### src/emsc_pkg.sv
// Shared constants and types of the external memory strobe control
package emsc_pkg;
  localparam int CLK_PERIOD_NS = 5;
  localparam int SETUP_NS = 5;
  localparam int STROBE_NS = 20;
  localparam int HOLD_NS = 5;
  // Least times, rounded up to whole cycles
  localparam int SETUP_CYC = (SETUP_NS + CLK_PERIOD_NS - 1) / CLK_PERIOD_NS;
  localparam int STROBE_CYC = (STROBE_NS + CLK_PERIOD_NS - 1) / CLK_PERIOD_NS;
  localparam int HOLD_CYC = (HOLD_NS + CLK_PERIOD_NS - 1) / CLK_PERIOD_NS;
  localparam int CNT_W = 3;

  localparam int DATA_W = 16;
  localparam int ADDR_W = 17;
  localparam int HI_SEL_W = 2;
  localparam int FIFO_DEPTH = 16;

  // Request word layout
  localparam int REQ_WDATA_LSB = 0;
  localparam int REQ_ADDR_LSB = 16;
  localparam int REQ_HI_SEL_LSB = 33;
  localparam int REQ_SEL_ZERO_BIT = 35;
  localparam int REQ_PROG_BIT = 36;
  localparam int REQ_WRITE_BIT = 37;
  localparam int REQ_W = 38;

  // Reset values
  localparam logic SEL_ZERO_PROG_RST = 1'b1;
  localparam logic STROBE_IDLE_RST = 1'b1;
  localparam logic OE_RST = 1'b0;

  typedef enum logic [3:0] {
    ST_IDLE = 4'b0001,
    ST_SETUP = 4'b0010,
    ST_STROBE = 4'b0100,
    ST_HOLD = 4'b1000
  } emsc_state_t;
endpackage

### src/emsc_strobe_ctrl.sv
// Request FIFO and strobe control of the external memory interface
//
// What this block does
// - Read strobe low during every external read, high otherwise.
// - While read strobe is low, the sixteen data pins are inputs.
// - Read data captured as the read strobe rises; memory holds it.
// - Active strobe qualifies address, program, data and chip selects.
// - Write strobe low during every external write, high otherwise.
// - While write strobe is low, data pins drive the write data.
// - Write data stays driven up to the write strobe rising edge.
// - Idle drive bit chooses tri-state or driven strobes when idle.
// - Software should set the idle drive bit to one; default is zero.
// - Strobe pull-up disable bit turns off read and write pull-ups.
// - After reset chip select zero acts as the program select.
// - Program select low for program accesses, high otherwise.
// - Program select pin also works as port D pin eight.
// - Port D pull-up bit eight clear turns off that pin's pull-up.
// - Data select low for data accesses, qualified like program select.
`timescale 1ns/1ps
`default_nettype none

module emsc_fifo #(
  parameter int WIDTH = 8,
  parameter int DEPTH = 16
) (
  input wire logic core_clk_in,
  input wire logic rst_in,
  input wire logic in_valid_in,
  output logic in_ready_out,
  input wire logic [WIDTH-1:0] in_data_in,
  output logic out_valid_out,
  input wire logic out_ready_in,
  output logic [WIDTH-1:0] out_data_out
);
  localparam int PW = $clog2(DEPTH);
  logic [WIDTH-1:0] mem [DEPTH];
  logic [PW-1:0] wr_ptr_reg;
  logic [PW-1:0] rd_ptr_reg;
  logic [PW:0] count_reg;
  logic push;
  logic pop;

  assign in_ready_out = (count_reg != (PW+1)'(DEPTH));
  assign out_valid_out = (count_reg != '0);
  assign out_data_out = mem[rd_ptr_reg];
  assign push = in_valid_in && in_ready_out;
  assign pop = out_valid_out && out_ready_in;

  always_ff @(posedge core_clk_in) begin
    if (push) begin
      mem[wr_ptr_reg] <= in_data_in;
    end
  end

  always_ff @(posedge core_clk_in) begin
    if (rst_in) begin
      wr_ptr_reg <= '0;
      rd_ptr_reg <= '0;
      count_reg <= '0;
    end else begin
      if (push) begin
        wr_ptr_reg <= wr_ptr_reg + 1'b1;
      end
      if (pop) begin
        rd_ptr_reg <= rd_ptr_reg + 1'b1;
      end
      if (push && !pop) begin
        count_reg <= count_reg + 1'b1;
      end else if (pop && !push) begin
        count_reg <= count_reg - 1'b1;
      end
    end
  end
endmodule

module emsc_strobe_ctrl import emsc_pkg::*; (
  input wire logic core_clk_in,
  input wire logic rst_in,
  // Access requests
  input wire logic req_valid_in,
  output logic req_ready_out,
  input wire logic req_write_in,
  input wire logic req_prog_in,
  input wire logic req_sel_zero_in,
  input wire logic [HI_SEL_W-1:0] req_hi_sel_in,
  input wire logic [ADDR_W-1:0] req_addr_in,
  input wire logic [DATA_W-1:0] req_wdata_in,
  output logic [DATA_W-1:0] rdata_out,
  output logic rdata_valid_out,
  output logic busy_out,
  // Control bits
  input wire logic idle_bus_drive_in,
  input wire logic pullup_disable_in,
  input wire logic sel_zero_remap_in,
  input wire logic port_d_pin_eight_gpio_in,
  input wire logic port_d_pin_eight_dir_in,
  input wire logic port_d_pin_eight_data_in,
  input wire logic port_d_pullup_eight_in,
  output logic port_d_pin_eight_read_out,
  // External bus pins
  output logic [ADDR_W-1:0] addr_out,
  output logic [DATA_W-1:0] data_out,
  output logic data_oe_out,
  input wire logic [DATA_W-1:0] data_pin_in,
  output logic read_strobe_n_out,
  output logic write_strobe_n_out,
  output logic strobe_oe_out,
  output logic strobe_pullup_en_out,
  output logic program_select_n_out,
  output logic program_select_oe_out,
  input wire logic program_select_pin_in,
  output logic program_select_pullup_en_out,
  output logic data_select_n_out,
  output logic [HI_SEL_W-1:0] chip_selects_n_out
);
  function automatic logic [CNT_W-1:0] phase_len(input emsc_state_t st);
    logic [CNT_W-1:0] len;
    len = '0;
    unique case (st)
      ST_SETUP: len = CNT_W'(SETUP_CYC - 1);
      ST_STROBE: len = CNT_W'(STROBE_CYC - 1);
      ST_HOLD: len = CNT_W'(HOLD_CYC - 1);
      ST_IDLE: len = '0;
    endcase
    return len;
  endfunction

  logic q_valid;
  logic q_ready;
  logic [REQ_W-1:0] q_data;
  logic [REQ_W-1:0] op_reg;
  logic [REQ_W-1:0] op_next;
  emsc_state_t state_reg;
  emsc_state_t state_next;
  logic [CNT_W-1:0] cnt_reg;
  logic out_en_reg;
  logic sel_zero_prog_reg;
  logic read_strobe_n_reg;
  logic write_strobe_n_reg;
  logic program_select_n_reg;
  logic data_select_n_reg;
  logic [HI_SEL_W-1:0] chip_selects_n_reg;
  logic [ADDR_W-1:0] addr_reg;
  logic [DATA_W-1:0] wdata_reg;
  logic data_oe_reg;
  logic [DATA_W-1:0] rdata_reg;
  logic rdata_valid_reg;
  logic pin_eight_read_reg;
  logic op_write;
  logic op_prog;
  logic sel_active;
  logic strobe_next;

  emsc_fifo #(.WIDTH(REQ_W), .DEPTH(FIFO_DEPTH)) u_req_fifo (
    .core_clk_in(core_clk_in),
    .rst_in(rst_in),
    .in_valid_in(req_valid_in),
    .in_ready_out(req_ready_out),
    .in_data_in({req_write_in, req_prog_in, req_sel_zero_in,
                 req_hi_sel_in, req_addr_in, req_wdata_in}),
    .out_valid_out(q_valid),
    .out_ready_in(q_ready),
    .out_data_out(q_data)
  );

  // A new request is only taken between accesses
  assign q_ready = (state_reg == ST_IDLE);
  assign op_next = (q_valid && q_ready) ? q_data : op_reg;
  assign op_write = op_next[REQ_WRITE_BIT];
  assign op_prog = op_next[REQ_PROG_BIT];

  always_comb begin
    state_next = state_reg;
    unique case (state_reg)
      ST_IDLE: if (q_valid) state_next = ST_SETUP;
      ST_SETUP: if (cnt_reg == '0) state_next = ST_STROBE;
      ST_STROBE: if (cnt_reg == '0) state_next = ST_HOLD;
      ST_HOLD: if (cnt_reg == '0) state_next = ST_IDLE;
      default: state_next = ST_IDLE;
    endcase
  end

  assign sel_active = (state_next != ST_IDLE);
  assign strobe_next = (state_next == ST_STROBE);

  always_ff @(posedge core_clk_in) begin
    if (rst_in) begin
      state_reg <= ST_IDLE;
      cnt_reg <= '0;
      op_reg <= '0;
    end else begin
      state_reg <= state_next;
      op_reg <= op_next;
      if (state_next != state_reg) begin
        cnt_reg <= phase_len(state_next);
      end else if (cnt_reg != '0) begin
        cnt_reg <= cnt_reg - 1'b1;
      end
    end
  end

  // Pins stay disabled during reset, as at power-up
  always_ff @(posedge core_clk_in) begin
    if (rst_in) begin
      out_en_reg <= OE_RST;
      sel_zero_prog_reg <= SEL_ZERO_PROG_RST;
      pin_eight_read_reg <= 1'b0;
    end else begin
      out_en_reg <= 1'b1;
      sel_zero_prog_reg <= !sel_zero_remap_in;
      pin_eight_read_reg <= program_select_pin_in;
    end
  end

  always_ff @(posedge core_clk_in) begin
    if (rst_in) begin
      read_strobe_n_reg <= STROBE_IDLE_RST;
      write_strobe_n_reg <= STROBE_IDLE_RST;
    end else begin
      read_strobe_n_reg <= !(strobe_next && !op_write);
      write_strobe_n_reg <= !(strobe_next && op_write);
    end
  end

  // Selects and address span setup, strobe and hold, so they are
  // settled whenever a strobe is low
  always_ff @(posedge core_clk_in) begin
    if (rst_in) begin
      program_select_n_reg <= STROBE_IDLE_RST;
      data_select_n_reg <= STROBE_IDLE_RST;
      chip_selects_n_reg <= '1;
      addr_reg <= '0;
    end else begin
      if (sel_zero_prog_reg) begin
        program_select_n_reg <= !(sel_active && op_prog);
      end else begin
        program_select_n_reg <= !(sel_active && op_next[REQ_SEL_ZERO_BIT]);
      end
      data_select_n_reg <= !(sel_active && !op_prog);
      chip_selects_n_reg <= sel_active ?
        ~op_next[REQ_HI_SEL_LSB +: HI_SEL_W] : '1;
      if (q_valid && q_ready) begin
        addr_reg <= op_next[REQ_ADDR_LSB +: ADDR_W];
      end
    end
  end

  // Write data is driven from setup through hold, past the rising edge
  always_ff @(posedge core_clk_in) begin
    if (rst_in) begin
      data_oe_reg <= OE_RST;
      wdata_reg <= '0;
    end else begin
      data_oe_reg <= sel_active && op_write;
      wdata_reg <= op_next[REQ_WDATA_LSB +: DATA_W];
    end
  end

  // Read data is taken on the edge where the read strobe returns high
  always_ff @(posedge core_clk_in) begin
    if (rst_in) begin
      rdata_reg <= '0;
      rdata_valid_reg <= 1'b0;
    end else begin
      rdata_valid_reg <= 1'b0;
      if (state_reg == ST_STROBE && state_next == ST_HOLD && !op_write) begin
        rdata_reg <= data_pin_in;
        rdata_valid_reg <= 1'b1;
      end
    end
  end

  assign strobe_oe_out = out_en_reg &&
    (idle_bus_drive_in || state_reg != ST_IDLE);
  assign read_strobe_n_out = read_strobe_n_reg;
  assign write_strobe_n_out = write_strobe_n_reg;
  assign strobe_pullup_en_out = !pullup_disable_in;
  assign program_select_n_out = port_d_pin_eight_gpio_in ?
    port_d_pin_eight_data_in : program_select_n_reg;
  assign program_select_oe_out = out_en_reg && (port_d_pin_eight_gpio_in ?
    port_d_pin_eight_dir_in : strobe_oe_out);
  assign program_select_pullup_en_out = port_d_pullup_eight_in;
  assign port_d_pin_eight_read_out = pin_eight_read_reg;
  assign data_select_n_out = data_select_n_reg;
  assign chip_selects_n_out = chip_selects_n_reg;
  assign addr_out = addr_reg;
  assign data_out = wdata_reg;
  assign data_oe_out = data_oe_reg;
  assign rdata_out = rdata_reg;
  assign rdata_valid_out = rdata_valid_reg;
  assign busy_out = (state_reg != ST_IDLE);
endmodule

`default_nettype wire

### config.mk
export PLATFORM = sky130hd
export DESIGN_NAME = emsc_strobe_ctrl
export DESIGN_NICKNAME = d
export VERILOG_FILES = /design/src/emsc_pkg.sv /design/src/emsc_strobe_ctrl.sv
export SDC_FILE = /design/constraint.sdc
export NUM_CORES = 1
export LEC_CHECK = 0
export BUFFER_PORTS_ARGS = -buffer_cell sky130_fd_sc_hd__buf_4
export CAP_MARGIN = 20
export CORE_ASPECT_RATIO = 0.8
export CORE_MARGIN = 2
export CORE_UTILIZATION = 63
export CTS_BUF_LIST = sky130_fd_sc_hd__clkbuf_2 sky130_fd_sc_hd__clkbuf_4 sky130_fd_sc_hd__clkbuf_8
export CTS_CLUSTER_DIAMETER = 200
export CTS_CLUSTER_SIZE = 12
export DETAILED_ROUTE_END_ITERATION = 10
export PLACE_DENSITY = 0.82
export REMOVE_ABC_BUFFERS = 1
export SYNTH_ARGS = -nofsm -noshare
export SYNTH_HDL_FRONTEND = slang
export SYNTH_SLANG_ARGS = --single-unit
### constraint.sdc
create_clock -name core_clk_in -period 5.8 [get_ports core_clk_in]
set_clock_uncertainty 0.15 [all_clocks]
set_input_delay 0.87 -clock core_clk_in [delete_from_list [all_inputs] [get_ports core_clk_in]]
set_output_delay 0.87 -clock core_clk_in [all_outputs]
set_load 0.005 [all_outputs]
==> results of run 1 <==
-- layout by cell type, fill, tap and decap left out, drive strengths merged, types with 2 or more instances in the layout --
cell type	instances
or3	2
nand2b	6
a21o	2
mux2	20
ha	11
clkbuf	116
o21ai	11
edfxtp	608
a311oi	8
mux4	136
nand4	3
and2	2
nand2	45
a21oi	26
a22o	16
o311a	3
buf	162
mux2i	71
nor4	4
xnor2	7
or2	2
a21boi	9
nor3	6
a22oi	5
inv	13
nor2	111
xor2	5
a221oi	16
nor2b	7
o22ai	25
nand3	5
dfxtp	89
clkinvlp	3
-- worst max path at each step --
stage | startpoint | endpoint | slack [ns] | cells after the start
2_1_floorplan | flip-flop | op_reg[0] | -1.87 | 4
3_3_place_gp | req_valid_in | u_req_fifo.mem[11][28] | 2.13 | 4
3_5_place_dp | req_valid_in | u_req_fifo.count_reg[4] | 2.22 | 10
4_1_cts | u_req_fifo.count_reg[0] | u_req_fifo.count_reg[4] | 2.32 | 10
5_1_grt | u_req_fifo.count_reg[0] | u_req_fifo.count_reg[4] | 2.11 | 10
6_report | u_req_fifo.count_reg[0] | u_req_fifo.count_reg[4] | 2.29 | 10
-- power by group through the flow --
stage / combinational [W] / clock (W) / sequential [W]
floorplan: 0.00189 / 0 / 0.00625
global placement: 0.00272 / 0 / 0.00609
detailed placement: 0.00280 / 0 / 0.00611
CTS: 0.00282 / 0.00308 / 0.00600
global route: 0.00303 / 0.00326 / 0.00603
finish: 0.00283 / 0.00302 / 0.00600
-- metal layers --
| layer | global-route usage (%) | vias up |
|---|---|---|
| met2 | 37.13 | 835 |
| li1 | - | 5743 |
| met5 | 0 | - |
| met4 | 6.889 | 2 |
| met1 | 43.57 | 7092 |
| met3 | 8.014 | 93 |
-- final cells by class --
class | count | area (um^2) | share of cell area (%)
inverter | 10 | 37.54 | 0.1272
clock inverter | 6 | 51.30 | 0.1739
timing repair buffer | 162 | 1286 | 4.359
clock buffer | 116 | 1303 | 4.415
multi-input combinational | 571 | 6088 | 20.64
sequential | 697 | 20050 | 67.95
tap | 552 | 690.7 | 2.341
-- worst max-delay path, cell delays in order, from the launching register on --
cell and delay (ns):
dfxtp_1 0.37, nor4_1 0.74, a21boi_1 0.46, ha_1 0.37, inv_1 0.15, ha_1 0.28
a21o_1 0.19, a21oi_1 0.18, xnor2_1 0.11, or3_1 0.31, a21oi_1 0.13
-- per-stage QoR --
| stage | util (%) | instance area (um^2) | setup slack (ns) |
|---|---|---|---|
| CTS | 70.67 | 29500 | 2.320 |
| global placement | 67.27 | 28080 | 2.135 |
| global route | 70.67 | 29500 | 2.106 |
| detailed placement | 67.43 | 28150 | 2.221 |
| floorplan | - | 26050 | -1.870 |
| finish | 70.67 | 29500 | 2.293 |
-- kinds of logic after synthesis --
group | Yosys count | share of synthesized area (%)
compound gates | 124 | 3.302
xor+xnor | 12 | 0.3957
fa+ha+maj | 12 | 0.5936
buf+inv | 106 | 2.068
flops | 697 | 75.45
mux | 227 | 15.06
simple gates | 196 | 3.133
==> metrics, run 1 <==
status=finished, final reports clean; largest net degree at the start of global routing=a little under 70; CP endpoint kind=flip-flop; Max Used Layer=met5; post-CTS sizing=0; Die Y=187.6 um; critical path class=reg -> reg; DRT iter0 DRCs=1,774; max-cap violations=0; Avg Cell Area, Syn=19.33 um^2; Post-synth EDFFs=around 600; Detail Placement HPWL=approximately 36 mm; Initial Utilization=63.62%; commonest cells in the netlist=edfxtp_1 (608), mux4_2 (136), nor2_1 (111), dfxtp_1 (89), mux2i_1 (71); Num CTS Buffers=68; # rows=67; Overflow after GRT=0; Most used DFF post-synth=edfxtp_1; Worst VDD drop=0.3517 mV; NetSw=0.003391 W; count of cell types in the netlist=45; ys async rst share=0%; Pint=roughly 0.0085 W; clock share of power=25.5%; DR WL/cell=27.48 um; core footprint=0.04175 mm^2; Comb pwr share=a little under a quarter; share of Yosys cell area claimed by the top area cell type=68.74%; Diodes inserted=0; Via density=between 6 and 7; Hold/Removal Path Class=in -> reg; met2 wire len=25.40 mm; Remaining DRCs=0; non-filler cells, final=2,114; fin crit share=60.47%; worst r2r src=u_req_fifo.count_reg[0]; max reg flops=about 600; worst reg2reg setup slack=2.29 ns; most common cell in the netlist=edfxtp_1; RSZ-0062 raised after global routing=false; Fillers=~2,400; IO Count=approximately 130; Slew Limit Fails=0; CTS root buf=clkbuf_8; CTS tree=yes; Critical Path AT=3.95 ns; port bufs=126; Worst EP required=6.24 ns; Yosys reg bits=between 600 and 700; Hold Violations, Final=0; Post-CTS Setup Inserts=0; Tmin final=approximately 3.5 ns; post-synth top area cell=edfxtp_1; Skew-Pair Late Insertion Delay=0.66 ns; number of global-route vias before repair=roughly 14,000; sequential share of the synthesized area=between 70% and 80%; global-route wire length before repair=around 85 mm; Warnings, synthesis=0; Chip Width=approximately 230 um; clk slew on worst S/H paths=about 0.08 ns; worst hold start=sel_zero_remap_in; hold_ws=0.2259 ns; Seq pwr share=50.6%; r2r endpoint=u_req_fifo.count_reg[4]; initial antenna violation count=2; Post-DRT Antenna Nets=0; Vias=about 14,000; Area Overhead vs Synth=11.09%; met1 WL=24.32 mm; Worst Path Max Fanout=9; Cell Area, Synth=0.02656 mm^2; hold endpoint=sel_zero_prog_reg; nets=around 1,600; die area=0.04383 mm^2; Cells after DPL=1,992; P_leak=9.601 nW; Worst Tran Pin Value=1.057 ns; H-Tree Level Count=3; Sw Ratio=between 20% and 30%; setup_tns=0 ns; gr usage total=27.17%; DR pass1 iterations=5; Finish-stage setup viols=0; GP Congestion=0.8005; share of cells above drive strength 1=29.77%; Fmax=285.1 MHz; clk buf depth=3; met3 WL post-DR=approximately 7.2 mm; hold buffer count at cts=0; CTS Sinks=between 600 and 700; Min-Delay Path Depth=2; reg2reg path depth=10; main area contributors after synthesis=edfxtp_1 (69%), mux4_2 (12%), dfxtp_1 (6.7%); Total Power=0.01185 W; critical path startpoint category=flip-flop; max_slew headroom=29.46%; Detailed Route WL=between 50 and 60 mm; Pwr Density=roughly 400 mW/mm^2; Post-Synthesis Cells=between 1,000 and 1,500
Note: power is estimated with default switching activity, not from simulation.
==> run 2: changes to the inputs <==
--- a/config.mk
+++ b/config.mk
@@ -9,12 +9,12 @@
 export CAP_MARGIN = 20
 export CORE_ASPECT_RATIO = 0.8
 export CORE_MARGIN = 2
-export CORE_UTILIZATION = 63
+export CORE_UTILIZATION = 57
 export CTS_BUF_LIST = sky130_fd_sc_hd__clkbuf_2 sky130_fd_sc_hd__clkbuf_4 sky130_fd_sc_hd__clkbuf_8
 export CTS_CLUSTER_DIAMETER = 200
 export CTS_CLUSTER_SIZE = 12
 export DETAILED_ROUTE_END_ITERATION = 10
-export PLACE_DENSITY = 0.82
+export PLACE_DENSITY = 0.78
 export REMOVE_ABC_BUFFERS = 1
 export SYNTH_ARGS = -nofsm -noshare
 export SYNTH_HDL_FRONTEND = slang
==> constraint.sdc (replaced) <==
create_clock -name core_clk_in -period 3.1 [get_ports core_clk_in]
set_clock_uncertainty 0.15 [all_clocks]
set_input_delay 0.465 -clock core_clk_in [delete_from_list [all_inputs] [get_ports core_clk_in]]
set_output_delay 0.465 -clock core_clk_in [all_outputs]
set_load 0.005 [all_outputs]
==> run 2 against run 1 <==
  * Final cell count is 7.2% higher
  * Critical path type unchanged
  * Largest cell class unchanged
  * Design area up 3.5%
  * Sequential share of layout area decreased by 2.3 points
==> metrics, run 2 (synthesis results as in run 1) <==
NetSw=0.006099 W (+80%); r2r endpoint=u_req_fifo.count_reg[4]; critical path's top delay family=simple AND/OR/NAND/NOR gates; Comb pwr share=23.9% (about the same); Post-CTS Setup Inserts=0 (unchanged); DR WL/cell=24.99 um (-9.1%); Fillers=2,878 (+19%); Min-Delay Path Depth=2 (unchanged); global-route wire length before repair=84.90 mm (-0.61%); crit-path cells=or4b_4 -> a21oi_4 -> inv_1 -> ha_1 -> inv_1 -> ha_1 -> a21o_1 -> a21oi_1 -> xnor2_1 -> or3_1 -> a21oi_1; clk buf depth=3 (unchanged); critical path class=reg -> reg; initial antenna violation count=2 (unchanged); GP Congestion=0.7576 (-5.4%); # rows=70 (+4.5%); Via density=6.081 (-6.6%); hold endpoint=out_en_reg; die area=0.04835 mm^2 (+10%); hold buffer count at cts=56 (+56); Detailed Route WL=56.66 mm (-2.5%); status=finished, final reports clean; clk slew on worst S/H paths=0.09 ns (about the same); clock share of power=25.4% (about the same); core footprint=0.04581 mm^2 (+9.7%); Pint=0.01595 W (+89%); Post-DRT Antenna Nets=0 (unchanged); Worst Tran Pin Value=0.7776 ns (-0.2791 ns); CP endpoint kind=flip-flop; worst r2r src=state_reg[1]; IO Count=129 (unchanged); Fmax=342.5 MHz (+20%); Chip Width=245.3 um (+5.0%); number of global-route vias before repair=13,920 (+2.7%); Overflow after GRT=0 (unchanged); non-filler cells, final=2,267 (+7.2%); Worst Path Max Fanout=7 (-2); Critical Path AT=3.35 ns (-0.60 ns); worst hold start=rst_in; Die Y=197.1 um (+5.0%); max-cap violations=0 (unchanged); DR pass1 iterations=5 (unchanged); DRT iter0 DRCs=1,333 (-25%); Slew Limit Fails=0 (unchanged); Cells after DPL=2,091 (+5.0%); Worst VDD drop=0.5731 mV (+63%); H-Tree Level Count=3 (unchanged); most frequent cells in the layout=edfxtp_1 (608), buf_4 (186), mux4_2 (136); Area Overhead vs Synth=14.96%; Seq pwr share=50.8% (+0.2 points); Skew-Pair Late Insertion Delay=0.66 ns (about the same); fin crit share=94.19% (+34 points); max reg flops=608 (unchanged); port bufs=126 (unchanged); Detail Placement HPWL=32.33 mm (-10%); max_slew headroom=48.16% (+19 points); slowest stage cell on the critical path=or4b_4; Num CTS Buffers=68 (unchanged); worst reg2reg setup slack=0.18 ns (-2.11 ns); Reg area=0.02005 mm^2 (unchanged); post-CTS sizing=0 (unchanged); Sw Ratio=27.67% (-0.96 points); Worst EP required=3.53 ns (-2.71 ns); critical path startpoint category=flip-flop; Hold Violations, Final=0 (unchanged); Total Power=0.02205 W (+86%); commonest non-fill, non-tap cell in the layout=edfxtp_1; multi-input logic area=0.006088 mm^2 (unchanged); Finish-stage setup viols=0 (unchanged); CTS tree=yes; gr usage total=23.85% (-3.3 points); CTS root buf=clkbuf_8; share of cells above drive strength 1=30.21% (+0.44 points); CP bufs+invs=2 (+1); P_leak=10.05 nW (+4.7%); Remaining DRCs=0 (unchanged); Final Util=66.65% (-4.0 points); RSZ-0062 raised after global routing=false; Vias=13,790 (+0.15%); peak per-stage delay on the critical path=0.58 ns (-0.16 ns); nets=1,682 (+6.0%); Tmin final=2.920 ns (-0.5875 ns); Pwr Density=722.0 mW/mm^2 (+80%); Initial Utilization=57.98% (-5.6 points); Hold/Removal Path Class=in -> reg; CTS Sinks=697 (unchanged); reg2reg path depth=11 (+1); largest net degree at the start of global routing=48 (-29%)
[run 2: cell types whose count changed in the layout (fill, tap and decap cells not counted), moves of 3 or more]
cell | before | now
buf_12 | 4 | 15
buf_4 | 157 | 186
clkbuf_4 | 47 | 41
diode_2 | 0 | 3
dlygate4sd3_1 | 0 | 56
inv_8 | 1 | 4
[run 2: final cells by class]
cell class / count / share of cell area, %
Inverter: 10 / 0.1229
Antenna cell: 3 / 0.02459
Timing Repair Buffer: 257 / 7.393
Clock buffer: 110 / 4.119
Sequential cell: 697 / 65.66
Clock inverter: 7 / 0.2295
Tap cell: 612 / 2.508
Multi-Input combinational cell: 571 / 19.94
[run 2: worst max path at each step]
stage,from,to,cells after the start
2_1_floorplan,flip-flop,op_reg[0],4
3_3_place_gp,state_reg[1],u_req_fifo.count_reg[4],11
3_5_place_dp,state_reg[1],u_req_fifo.count_reg[4],11
4_1_cts,state_reg[1],u_req_fifo.count_reg[4],11
5_1_grt,state_reg[1],u_req_fifo.count_reg[4],11
6_report,state_reg[1],u_req_fifo.count_reg[4],11
[run 2: power groups by stage]
stage / logic, W / clock network (W) / registers [W]
3_5_place_dp: 0.00520 / 0 / 0.0114
5_1_grt: 0.00568 / 0.00604 / 0.0113
4_1_cts: 0.00527 / 0.00570 / 0.0112
2_1_floorplan: 0.00327 / 0 / 0.0116
3_3_place_gp: 0.00507 / 0 / 0.0114
6_report: 0.00526 / 0.00560 / 0.0112
[run 2: per-stage QoR]
step                      setup TNS [ns]  setup WS [ns]  area, um^2  hold slack (ns)
after floorplan                  -524.45         -4.570       26050           0.2712
after global placement                 0         0.2687       28640           0.2872
after detailed placement               0         0.2153       28640           0.3065
after CTS                              0         0.1793       30520          0.03455
after global routing                   0       0.008262       30530          0.05139
final                                  0         0.1802       30530          0.06518
[run 2: layer usage]
layer / GRT usage (%) / vias to the layer above / part of all wire [%]
met5: 0 / - / 0
met4: 5.612 / 0 / 1.7
met3: 5.285 / 84 / 9.3
met2: 37.71 / 685 / 48
met1: 34.55 / 7086 / 41
li1: - / 5930 / -
